### config.mk
export PLATFORM = sky130hd
export DESIGN_NAME = pmc_regs
export DESIGN_NICKNAME = d
export VERILOG_FILES = /design/src/shared/pmc_pkg.sv /design/src/logic/pmc_regs.sv
export VERILOG_INCLUDE_DIRS = /design/src /design/src/shared
export SDC_FILE = /design/constraint.sdc
export NUM_CORES = 1
export LEC_CHECK = 0
export BUFFER_PORTS_ARGS = -buffer_cell sky130_fd_sc_hd__buf_4
export CAP_MARGIN = 10
export CELL_PAD_IN_SITES_DETAIL_PLACEMENT = 1
export CELL_PAD_IN_SITES_GLOBAL_PLACEMENT = 2
export CORE_AREA = 5 5 127 129
export DETAILED_ROUTE_END_ITERATION = 7
export DIE_AREA = 0 0 132 134
export PLACE_DENSITY = 0.8
export SLEW_MARGIN = 40
export SYNTH_ARGS = -nofsm -noshare
export SYNTH_HDL_FRONTEND = slang
export SYNTH_SLANG_ARGS = --single-unit
### constraint.sdc
create_clock -name core_clk -period 1.8 [get_ports core_clk]
set_clock_uncertainty 0.2 [all_clocks]
set_input_delay 0.18 -clock core_clk [delete_from_list [all_inputs] [get_ports core_clk]]
set_output_delay 0.18 -clock core_clk [all_outputs]
set_load 0.05 [all_outputs]
### src/shared/pmc_defs.svh
// Constants of the per-port PHY management control register bank
`ifndef PMC_DEFS_SVH
`define PMC_DEFS_SVH

`define PMC_NUM_PORTS      5
`define PMC_PHYAD_FIRST    5'h01
`define PMC_PHYAD_LAST     5'h05
`define PMC_REG_CTRL       5'h00
`define PMC_REG_LAST_STD   5'h05
`define PMC_REG_EXT_A      5'h1D
`define PMC_REG_EXT_B      5'h1F
`define PMC_BIT_RESET      15
`define PMC_BIT_LOOPBACK   14
`define PMC_BIT_SPEED100   13
`define PMC_BIT_AN_ON      12
`define PMC_BIT_PWRDN      11
`define PMC_BIT_ISOLATE    10
`define PMC_BIT_AN_RESTART 9
`define PMC_BIT_FULLDUP    8
`define PMC_BIT_XOVER      5
`define PMC_CTRL_RESET     16'h3020
`define PMC_CTRL_WMASK     16'hFF20

`endif

### src/shared/pmc_pkg.sv
// Types of the per-port PHY management control register bank
package pmc_pkg;
   typedef logic [15:0] pmc_word_t;
   typedef logic [4:0]  pmc_addr_t;
   typedef logic [2:0]  pmc_port_t;
endpackage : pmc_pkg

### src/logic/pmc_regs.sv
// Per-port PHY basic control register bank for management and SPI access
`timescale 1ns/100ps
`include "pmc_defs.svh"

module pmc_regs
(
   // Clock and reset
   input  wire logic             core_clk,
   input  wire logic             resetn,
   // Serial management register access (decoded MDIO frame)
   input  wire logic             mdio_req,
   input  wire logic             mdio_wr,
   input  wire pmc_pkg::pmc_addr_t mdio_phyad,
   input  wire pmc_pkg::pmc_addr_t mdio_regad,
   input  wire pmc_pkg::pmc_word_t mdio_wdata,
   output logic                  mdio_ack,
   output pmc_pkg::pmc_word_t    mdio_rdata,
   // SPI register access: port index 0..4 and register address
   input  wire logic             spi_req,
   input  wire logic             spi_wr,
   input  wire pmc_pkg::pmc_port_t spi_port,
   input  wire pmc_pkg::pmc_addr_t spi_regad,
   input  wire pmc_pkg::pmc_word_t spi_wdata,
   output logic                  spi_ack,
   output pmc_pkg::pmc_word_t    spi_rdata,
   // Per-port PHY controls, bit n is port n+1
   output logic [4:0]            phy_soft_reset,
   output logic [4:0]            mac_loopback,
   output logic [4:0]            speed_100,
   output logic [4:0]            autoneg_on,
   output logic [4:0]            power_down,
   output logic [4:0]            line_isolation,
   output logic [4:0]            autoneg_restart,
   output logic [4:0]            full_duplex,
   output logic [4:0]            crossover_scheme_select
);

   // ----------------------------------------
   // Address decode
   // ----------------------------------------
   function automatic logic reg_supported(input pmc_pkg::pmc_addr_t a);
      reg_supported = (a <= `PMC_REG_LAST_STD) || (a == `PMC_REG_EXT_A)
                      || (a == `PMC_REG_EXT_B);
   endfunction : reg_supported

   function automatic logic port_hit(input pmc_pkg::pmc_addr_t phyad, input int p);
      port_hit = (phyad == 5'(p + 1));
   endfunction : port_hit

   pmc_pkg::pmc_word_t ctrl_r [`PMC_NUM_PORTS];
   pmc_pkg::pmc_word_t mdio_rdata_nxt;
   pmc_pkg::pmc_word_t spi_rdata_nxt;

   // ----------------------------------------
   // Request qualification
   // ----------------------------------------
   logic               mdio_phy_ok;
   logic               mdio_reg_ok;

   // A frame for another PHY on the shared line must stay silent
   assign mdio_phy_ok = (mdio_phyad >= `PMC_PHYAD_FIRST)
                        && (mdio_phyad <= `PMC_PHYAD_LAST);
   // Status and extension registers live outside this bank but still answer
   assign mdio_reg_ok = reg_supported(mdio_regad);

   // ----------------------------------------
   // Control registers, one per port
   // ----------------------------------------
   genvar g;
   generate
      for (g = 0; g < `PMC_NUM_PORTS; g = g + 1)
      begin : g_port
         logic m_wr;
         logic s_wr;
         assign m_wr = mdio_req && mdio_wr && port_hit(mdio_phyad, g)
                       && (mdio_regad == `PMC_REG_CTRL);
         assign s_wr = spi_req && spi_wr && (spi_port == 3'(g))
                       && (spi_regad == `PMC_REG_CTRL);

         always_ff @(posedge core_clk or negedge resetn)
         begin
            if (!resetn)
               ctrl_r[g] <= `PMC_CTRL_RESET;
            else if (m_wr)
               ctrl_r[g] <= mdio_wdata & `PMC_CTRL_WMASK;
            else if (s_wr)
               ctrl_r[g] <= spi_wdata & `PMC_CTRL_WMASK;
            else
            begin
               // Soft reset and restart are one-cycle commands
               ctrl_r[g][`PMC_BIT_RESET]      <= 1'b0;
               ctrl_r[g][`PMC_BIT_AN_RESTART] <= 1'b0;
            end
         end

         // Commands: one-cycle pulses that follow the self-clearing bits
         always_ff @(posedge core_clk or negedge resetn)
         begin
            if (!resetn)
            begin
               phy_soft_reset[g]  <= 1'b0;
               autoneg_restart[g] <= 1'b0;
            end
            else
            begin
               phy_soft_reset[g]  <= ctrl_r[g][`PMC_BIT_RESET];
               autoneg_restart[g] <= ctrl_r[g][`PMC_BIT_AN_RESTART];
            end
         end

         // Line modes forced by the management host
         always_ff @(posedge core_clk or negedge resetn)
         begin
            if (!resetn)
            begin
               mac_loopback[g]            <= 1'b0;
               speed_100[g]               <= 1'b1;
               power_down[g]              <= 1'b0;
               line_isolation[g]          <= 1'b0;
               full_duplex[g]             <= 1'b0;
               crossover_scheme_select[g] <= 1'b1;
            end
            else
            begin
               mac_loopback[g]            <= ctrl_r[g][`PMC_BIT_LOOPBACK];
               speed_100[g]               <= ctrl_r[g][`PMC_BIT_SPEED100];
               power_down[g]              <= ctrl_r[g][`PMC_BIT_PWRDN];
               line_isolation[g]          <= ctrl_r[g][`PMC_BIT_ISOLATE];
               full_duplex[g]             <= ctrl_r[g][`PMC_BIT_FULLDUP];
               crossover_scheme_select[g] <= ctrl_r[g][`PMC_BIT_XOVER];
            end
         end

         // Negotiation enable
         always_ff @(posedge core_clk or negedge resetn)
         begin
            if (!resetn)
               autoneg_on[g] <= 1'b1;
            else
               autoneg_on[g] <= ctrl_r[g][`PMC_BIT_AN_ON];
         end
      end
   endgenerate

   // ----------------------------------------
   // Read data
   // ----------------------------------------
   always_comb
   begin
      mdio_rdata_nxt = 16'h0000;
      for (int p = 0; p < `PMC_NUM_PORTS; p++)
      begin
         if (port_hit(mdio_phyad, p) && (mdio_regad == `PMC_REG_CTRL))
            mdio_rdata_nxt = ctrl_r[p];
      end
   end

   always_comb
   begin
      spi_rdata_nxt = 16'h0000;
      for (int p = 0; p < `PMC_NUM_PORTS; p++)
      begin
         if ((spi_port == 3'(p)) && (spi_regad == `PMC_REG_CTRL))
            spi_rdata_nxt = ctrl_r[p];
      end
   end

   always_ff @(posedge core_clk or negedge resetn)
   begin
      if (!resetn)
         mdio_ack <= 1'b0;
      else
      begin
         // Only in-range PHY addresses and supported registers answer
         mdio_ack <= mdio_req && mdio_phy_ok && mdio_reg_ok;
      end
   end

   // Read data is zero outside an access so stale words never show
   always_ff @(posedge core_clk or negedge resetn)
   begin
      if (!resetn)
         mdio_rdata <= 16'h0000;
      else
         mdio_rdata <= mdio_req ? mdio_rdata_nxt : 16'h0000;
   end

   always_ff @(posedge core_clk or negedge resetn)
   begin
      if (!resetn)
         spi_ack <= 1'b0;
      else
         spi_ack <= spi_req;
   end

   // Read data is zero outside an access so stale words never show
   always_ff @(posedge core_clk or negedge resetn)
   begin
      if (!resetn)
         spi_rdata <= 16'h0000;
      else
         spi_rdata <= spi_req ? spi_rdata_nxt : 16'h0000;
   end

endmodule : pmc_regs

==> qor.txt, run 1 <==
critical path class - in2reg
Pleak - 3.319 nW
post-synthesis adder-cell area fraction - 0%
Site Rows - 45
synthesized cell area - 4903 µm²
dpl hpwl - 11.65 mm
max_cap viols - 0
Syn Inst Count - 385
setup ws final - 0.1276 ns
vias - 3,942
final WL - 15.79 mm
Final Hold Viols - 0
cell taking the most area after synthesis - dfrtp_1
Min Clock Period, post-route - 1.672 ns
TritonCTS buffer count - 9
layout cell share with drive strength beyond 1 - 47.79%
post-route insts no fill - 753
endpoints failing setup - 0
Worst Tran Pin Value - 0.5755 ns
clk root buf - clkbuf_16
remaining antenna violation count - 0
Worst Path Required - 1.84 ns
fraction of the mapped netlist area in compound gates - 12.35%
Arrival @ worst endpoint - 1.71 ns
Yosys Warn Count - 0
simple-gate share of the synthesized area - 11.48%
Layout Nets - 616
commonest non-fill, non-tap cell in the layout - buf_4
htree depth - 3
largest net degree at the start of global routing - 111
DRC - 0
CP Max Fanout - 6
worst hold path class - in2reg
r2r startpoint - ctrl_r[28]$_DFFE_PN1P_
Seq cells post-synth - 110
Synth Area per Inst - 12.74 µm²
Synth Area in XOR/XNOR - 0%
post-synthesis to final-layout area growth - 39.04%
max_slew headroom - 61.63%
Max IR drop VDD - 0.0003928 V
pwr dens - 809.8 nW/µm²
die area - 17,690 µm²
Synth area leaders - dfrtp_1, dfstp_2, mux2_2, mux4_2, mux2i_1
post-place setup slack - -0.3001 ns
sequential area share after synthesis - 56.90%
Via density - 5.235
Inst Count DP - 717
max frequency - 0.5979 GHz
Congestion Overflow GR - 0
Clock Sinks - 110
GP Congestion - 0.8750
Hold Path Origin - spi_wdata[14]
die width - 132 µm
core area - 14,920 µm²
first-pass GRT wire length - 24.87 mm
Worst setup EP type - flop
DP Area - 6275 µm²
combinational family with the most area after synthesis - multiplexers
mux cell area share after synthesis - 14.16%
DR pass1 iterations - 4
predominant post-synthesis flop cell - dfrtp_1
Yosys cell types - 51
crit path from - spi_regad[1]
Diodes inserted - 0
outcome - completed
Max Slew Vio Count - 0
worst hold slack - 0.01968 ns
crit share post-route - 92.91%
vias in the first global route - 4,362
Clock Path Buffers - 2
Worst-Skew Late Latency - 0.36 ns
Initial DRC Count - 221
Synth top area share - 40.83%
Design Area, Final - 6818 µm²
Post-synth EDFFs - 0
GR Util All Layers - 17.86%
IO Port Bufs - 106
Die H - 134 µm
DR WL/cell - 20.96 µm
initial antenna violation count - 0
Worst-path clk slew - 0.07 ns
Starting Density - 32.86%
commonest cells after routing, fill and taps aside - buf_4, dfrtp_1, mux2_2, dfstp_2, nor2_1
CTS tree - done
Power Total - 5.521 mW
CP Launch Type - primary input
IO Pins - 135
ys async rst share - 100.0%
[what timing repair did]
item | in CTS | in global routing
gates resized for setup | 0 | 2
hold buffers | 20 | 0
setup endpoints to repair | 0 | 3
setup buffers | 0 | 0
endpoints found under the hold margin | 127 | 0
[power breakdown]
| part | switching [mW] | internal (mW) |
|---|---|---|
| clock network | 0.932 | 1.28 |
| registers | 0.0512 | 2.56 |
| logic | 0.437 | 0.264 |
[cell type report]
| type | instances | area (µm²) |
|---|---|---|
| fillers | 1572 | 8103 |
| flip-flops and latches | 110 | 2790 |
| multi-input cells | 242 | 1936 |
| repair buffers | 187 | 1479 |
| clock buffers | 10 | 239.0 |
| well taps | 188 | 235.2 |
| clock inverters | 6 | 101.3 |
| inverters | 10 | 37.54 |
[flip-flops by register name, indices dropped and copies added, names as in the netlist]
signal	count
ctrl_r	45
mdio_rdata	9
spi_rdata	9
autoneg_on	5
autoneg_restart	5
crossover_scheme_select	5
full_duplex	5
line_isolation	5
mac_loopback	5
phy_soft_reset	5
power_down	5
speed_100	5
mdio_ack	1
spi_ack	1
[per-layer routing]
| metal | part of all wire (%) | routed length (µm) | vias up | global-route usage (%) |
|---|---|---|---|---|
| met3 | 6.2 | 978 | 25 | 4.051 |
| met5 | 0 | 0 | - | 0 |
| li1 | - | - | 1765 | - |
| met1 | 42 | 6680 | 2003 | 23.16 |
| met2 | 49 | 7739 | 149 | 29.20 |
| met4 | 2.5 | 388 | 0 | 6.914 |
[cell families (layout without fill, tap and decap cells)]
group | Yosys count | in the layout
AOI/OAI and AO/OA | 92 | 92
other | 1 | 14
buffers and inverters | 46 | 213
muxes | 54 | 54
DFF | 110 | 110
and+or+nand+nor | 82 | 82
[stage by stage]
stage	setup TNS, ns	util (%)
floorplan	-0.03114	-
global placement	-4.080	42.05
detailed placement	-5.708	42.05
CTS	0	45.68
global route	-0.02001	45.69
finish	0	45.69
[synthesized netlist by cell type, types with 4 or more instances]
master / n
nand4_1: 13
nand3_1: 4
and4_1: 5
a211oi_1: 4
o22a_1: 9
buf_2: 11
inv_1: 10
o21ai_0: 21
mux2_2: 33
nor2_1: 23
a31oi_1: 4
dfstp_2: 30
a22o_1: 9
clkbuf_1: 9
mux4_2: 9
o211ai_1: 15
mux2i_1: 12
nand2_1: 4
nor3_1: 4
dfrtp_1: 80
a21oi_1: 22
buf_4: 14
nor2b_1: 5
[worst max-delay path, cell delays in order]
cell,delay [ns]
buf_4,0.12
nor4_4,0.35
and4_1,0.42
mux2_2,0.38
mux2_2,0.26
[path summary, 6_finish.rpt]
kind	endpoint	slack, ns	cells past startpoint
worst min register to register	crossover_scheme_select[1]$_DFF_PN1_	0.19	0
worst max register to register	spi_rdata[12]$_DFF_PN0_	0.35	2
worst max-delay path	ctrl_r[74]$_DFFE_PN0P_	0.13	5
worst min-delay path	ctrl_r[30]$_DFFE_PN0P_	0.02	3
max in group asynchronous	ctrl_r[69]$_DFFE_PN1P_	0.74	3
min in group asynchronous	line_isolation[0]$_DFF_PN0_	0.23	3
Note: power is estimated with default switching activity, not from simulation.
==> inputs of run 2 (changes only) <==
--- a/config.mk
+++ b/config.mk
@@ -10,9 +10,9 @@
 export CAP_MARGIN = 10
 export CELL_PAD_IN_SITES_DETAIL_PLACEMENT = 1
 export CELL_PAD_IN_SITES_GLOBAL_PLACEMENT = 2
-export CORE_AREA = 5 5 127 129
+export CORE_AREA = 5 5 114 143
 export DETAILED_ROUTE_END_ITERATION = 7
-export DIE_AREA = 0 0 132 134
+export DIE_AREA = 0 0 119 148
 export PLACE_DENSITY = 0.8
 export SLEW_MARGIN = 40
 export SYNTH_ARGS = -nofsm -noshare
==> run 2 against run 1 <==
  * Combinational power hardly changed
  * Die area is 0.43% lower
  * First-iteration DRC count is 14% lower
  * Wire length is 1.7% lower
  * Critical path depth is 3 higher
  * Critical path type unchanged
==> qor.txt, run 2 (same netlist as run 1, synthesis figures left out) <==
pwr dens - 790.2 nW/µm² (-2.4%)
Clock Sinks - 110 (unchanged)
commonest non-fill, non-tap cell in the layout - buf_4
post-synthesis to final-layout area growth - 40.29%
die area - 17,610 µm² (-0.43%)
clock power share - 39.0% (-1.0 points)
Sw Share - 27.12% (+1.4 points)
initial antenna violation count - 0 (unchanged)
commonest cells after routing, fill and taps aside - buf_4, dfrtp_1, mux2_2, dfstp_2, nor2_1
Setup crit end - ctrl_r[9]$_DFF_PN0_
Comb pwr share - 13.0% (+0.3 points)
Clock Path Buffers - 2 (unchanged)
max_cap viols - 0 (unchanged)
Diodes inserted - 0 (unchanged)
die width - 119 µm (-9.8%)
part of the power in registers - 48.0% (+0.7 points)
Starting Density - 33.21% (+0.35 points)
RR Endpoint - spi_rdata[12]$_DFF_PN0_
DRC - 0 (unchanged)
DR pass1 iterations - 4 (unchanged)
crit share post-route - 97.02% (+4.1 points)
crit path from - spi_req
IO Pins - 135 (unchanged)
Final Core Density - 46.59% (+0.90 points)
dpl hpwl - 11.65 mm (about the same)
r2r startpoint - ctrl_r[28]$_DFFE_PN1P_
FF-to-FF setup slack - 0.33 ns (-0.02 ns)
TritonCTS buffer count - 9 (unchanged)
clk root buf - clkbuf_16
htree depth - 3 (unchanged)
Largest register FFs - 45 (unchanged)
Via density - 5.267 (+0.62%)
Power Internal - 3.962 mW (-3.4%)
CP Launch Type - primary input
Max Slew Vio Count - 0 (unchanged)
CP Max Fanout - 3 (-3)
endpoints failing setup - 0 (unchanged)
GP Congestion - 0.8505 (-2.8%)
R2R cell count - 2 (unchanged)
Pleak - 3.350 nW (+0.94%)
IO Port Bufs - 106 (unchanged)
Regs by FF count - ctrl_r x45, mdio_rdata x9, spi_rdata x9
worst hold path class - in2reg
final setup TNS - 0 ns (unchanged)
Site Rows - 50 (+11%)
critical path class - in2reg
remaining antenna violation count - 0 (unchanged)
vias - 3,961 (+0.48%)
post-route insts no fill - 752 (-0.13%)
Worst-path clk slew - 0.08 ns (about the same)
Layout Nets - 621 (+0.81%)
Arrival @ worst endpoint - 1.81 ns (+0.10 ns)
final WL - 15.51 mm (-1.7%)
Worst setup EP type - flop
Min Clock Period, post-route - 1.746 ns (+0.07397 ns)
Worst Path Required - 1.86 ns (+0.02 ns)
RSZ-0062 raised after global routing - false
first-pass GRT wire length - 24.80 mm (-0.31%)
max frequency - 0.5726 GHz (-4.2%)
core area - 14,760 µm² (-1.0%)
CTS tree - done
setup ws final - 0.05358 ns (-0.07397 ns)
Worst-Skew Late Latency - 0.35 ns (about the same)
Max IR drop VDD - 0.0003843 V (-2.1%)
Die H - 148 µm (+10%)
GR Util All Layers - 18.08% (+0.21 points)
layout cell share with drive strength beyond 1 - 48.25% (+0.46 points)
outcome - completed
Sw Pwr - 1.474 mW (+3.8%)
Congestion Overflow GR - 0 (unchanged)
Inst Count DP - 715 (-0.28%)
Final Hold Viols - 0 (unchanged)
vias in the first global route - 4,412 (+1.1%)
largest register by flop count - ctrl_r
Initial DRC Count - 191 (-14%)
post-place setup slack - -0.2078 ns (+0.09236 ns)
largest net degree at the start of global routing - 45 (-59%)
DR WL/cell - 20.63 µm (-1.6%)
==> run 2: critical path, cell delays in order <==
cell and delay (ns):
buf_4 0.08, dlygate4sd3_1 0.53, buf_4 0.11, nand2b_1 0.09, nor4_1 0.43, buf_4 0.20
nand3_1 0.08, o21ai_0 0.10
==> run 2: layer usage <==
layer  GRT usage [%]  wire, µm
met1           21.31      6172
met4           8.638       644
met5               0         0
met3           3.368       775
met2           31.63      7921
==> run 2: per-stage QoR <==
step	instance area (µm²)	power, mW	hold WS [ns]
6_report	6879	5.436	0.02949
3_3_place_gp	6335	3.305	-0.08408
3_5_place_dp	6335	3.325	-0.07216
4_1_cts	6859	5.496	0.01778
5_1_grt	6879	5.643	0.03746
2_1_floorplan	4979	3.014	-0.3156
==> run 2: worst min-delay path by stage <==
stage / cells after the start / start / slack [ns] / to
4_1_cts: 3 / spi_wdata[10] / 0.02 / ctrl_r[10]$_DFFE_PN0P_
3_3_place_gp: 1 / resetn / -0.08 / mdio_rdata[5]$_DFF_PN0_
5_1_grt: 3 / spi_wdata[10] / 0.04 / ctrl_r[10]$_DFFE_PN0P_
2_1_floorplan: 0 / resetn / -0.32 / autoneg_restart[0]$_DFF_PN0_
3_5_place_dp: 1 / resetn / -0.07 / mdio_rdata[5]$_DFF_PN0_
6_report: 3 / spi_wdata[10] / 0.03 / ctrl_r[10]$_DFFE_PN0P_
==> run 2: what timing repair did <==
item / CTS / global route
hold buffers: 20 / 0
endpoints found under the hold margin: 131 / 0
endpoints found under the setup margin: 0 / 7
buffers inserted: 0 / 1
resized for setup: 0 / 6
==> run 2: final cells by class <==
| type | instances | area (µm²) |
|---|---|---|
| fillers | 1596 | 7885 |
| flip-flops and latches | 110 | 2790 |
| multi-input cells | 242 | 1942 |
| repair buffers | 192 | 1558 |
| well taps | 182 | 227.7 |
| clock buffers | 9 | 225.2 |
| clock inverters | 7 | 98.84 |
| inverters | 10 | 37.54 |
==> run 2: power by group through the flow <==
stage	Clock (mW)	Combinational (mW)	Sequential (mW)
after global routing	2.27	0.757	2.62
after global placement	0	0.652	2.65
after detailed placement	0	0.669	2.66
after CTS	2.18	0.708	2.61
after floorplan	0	0.254	2.76
final	2.12	0.704	2.61
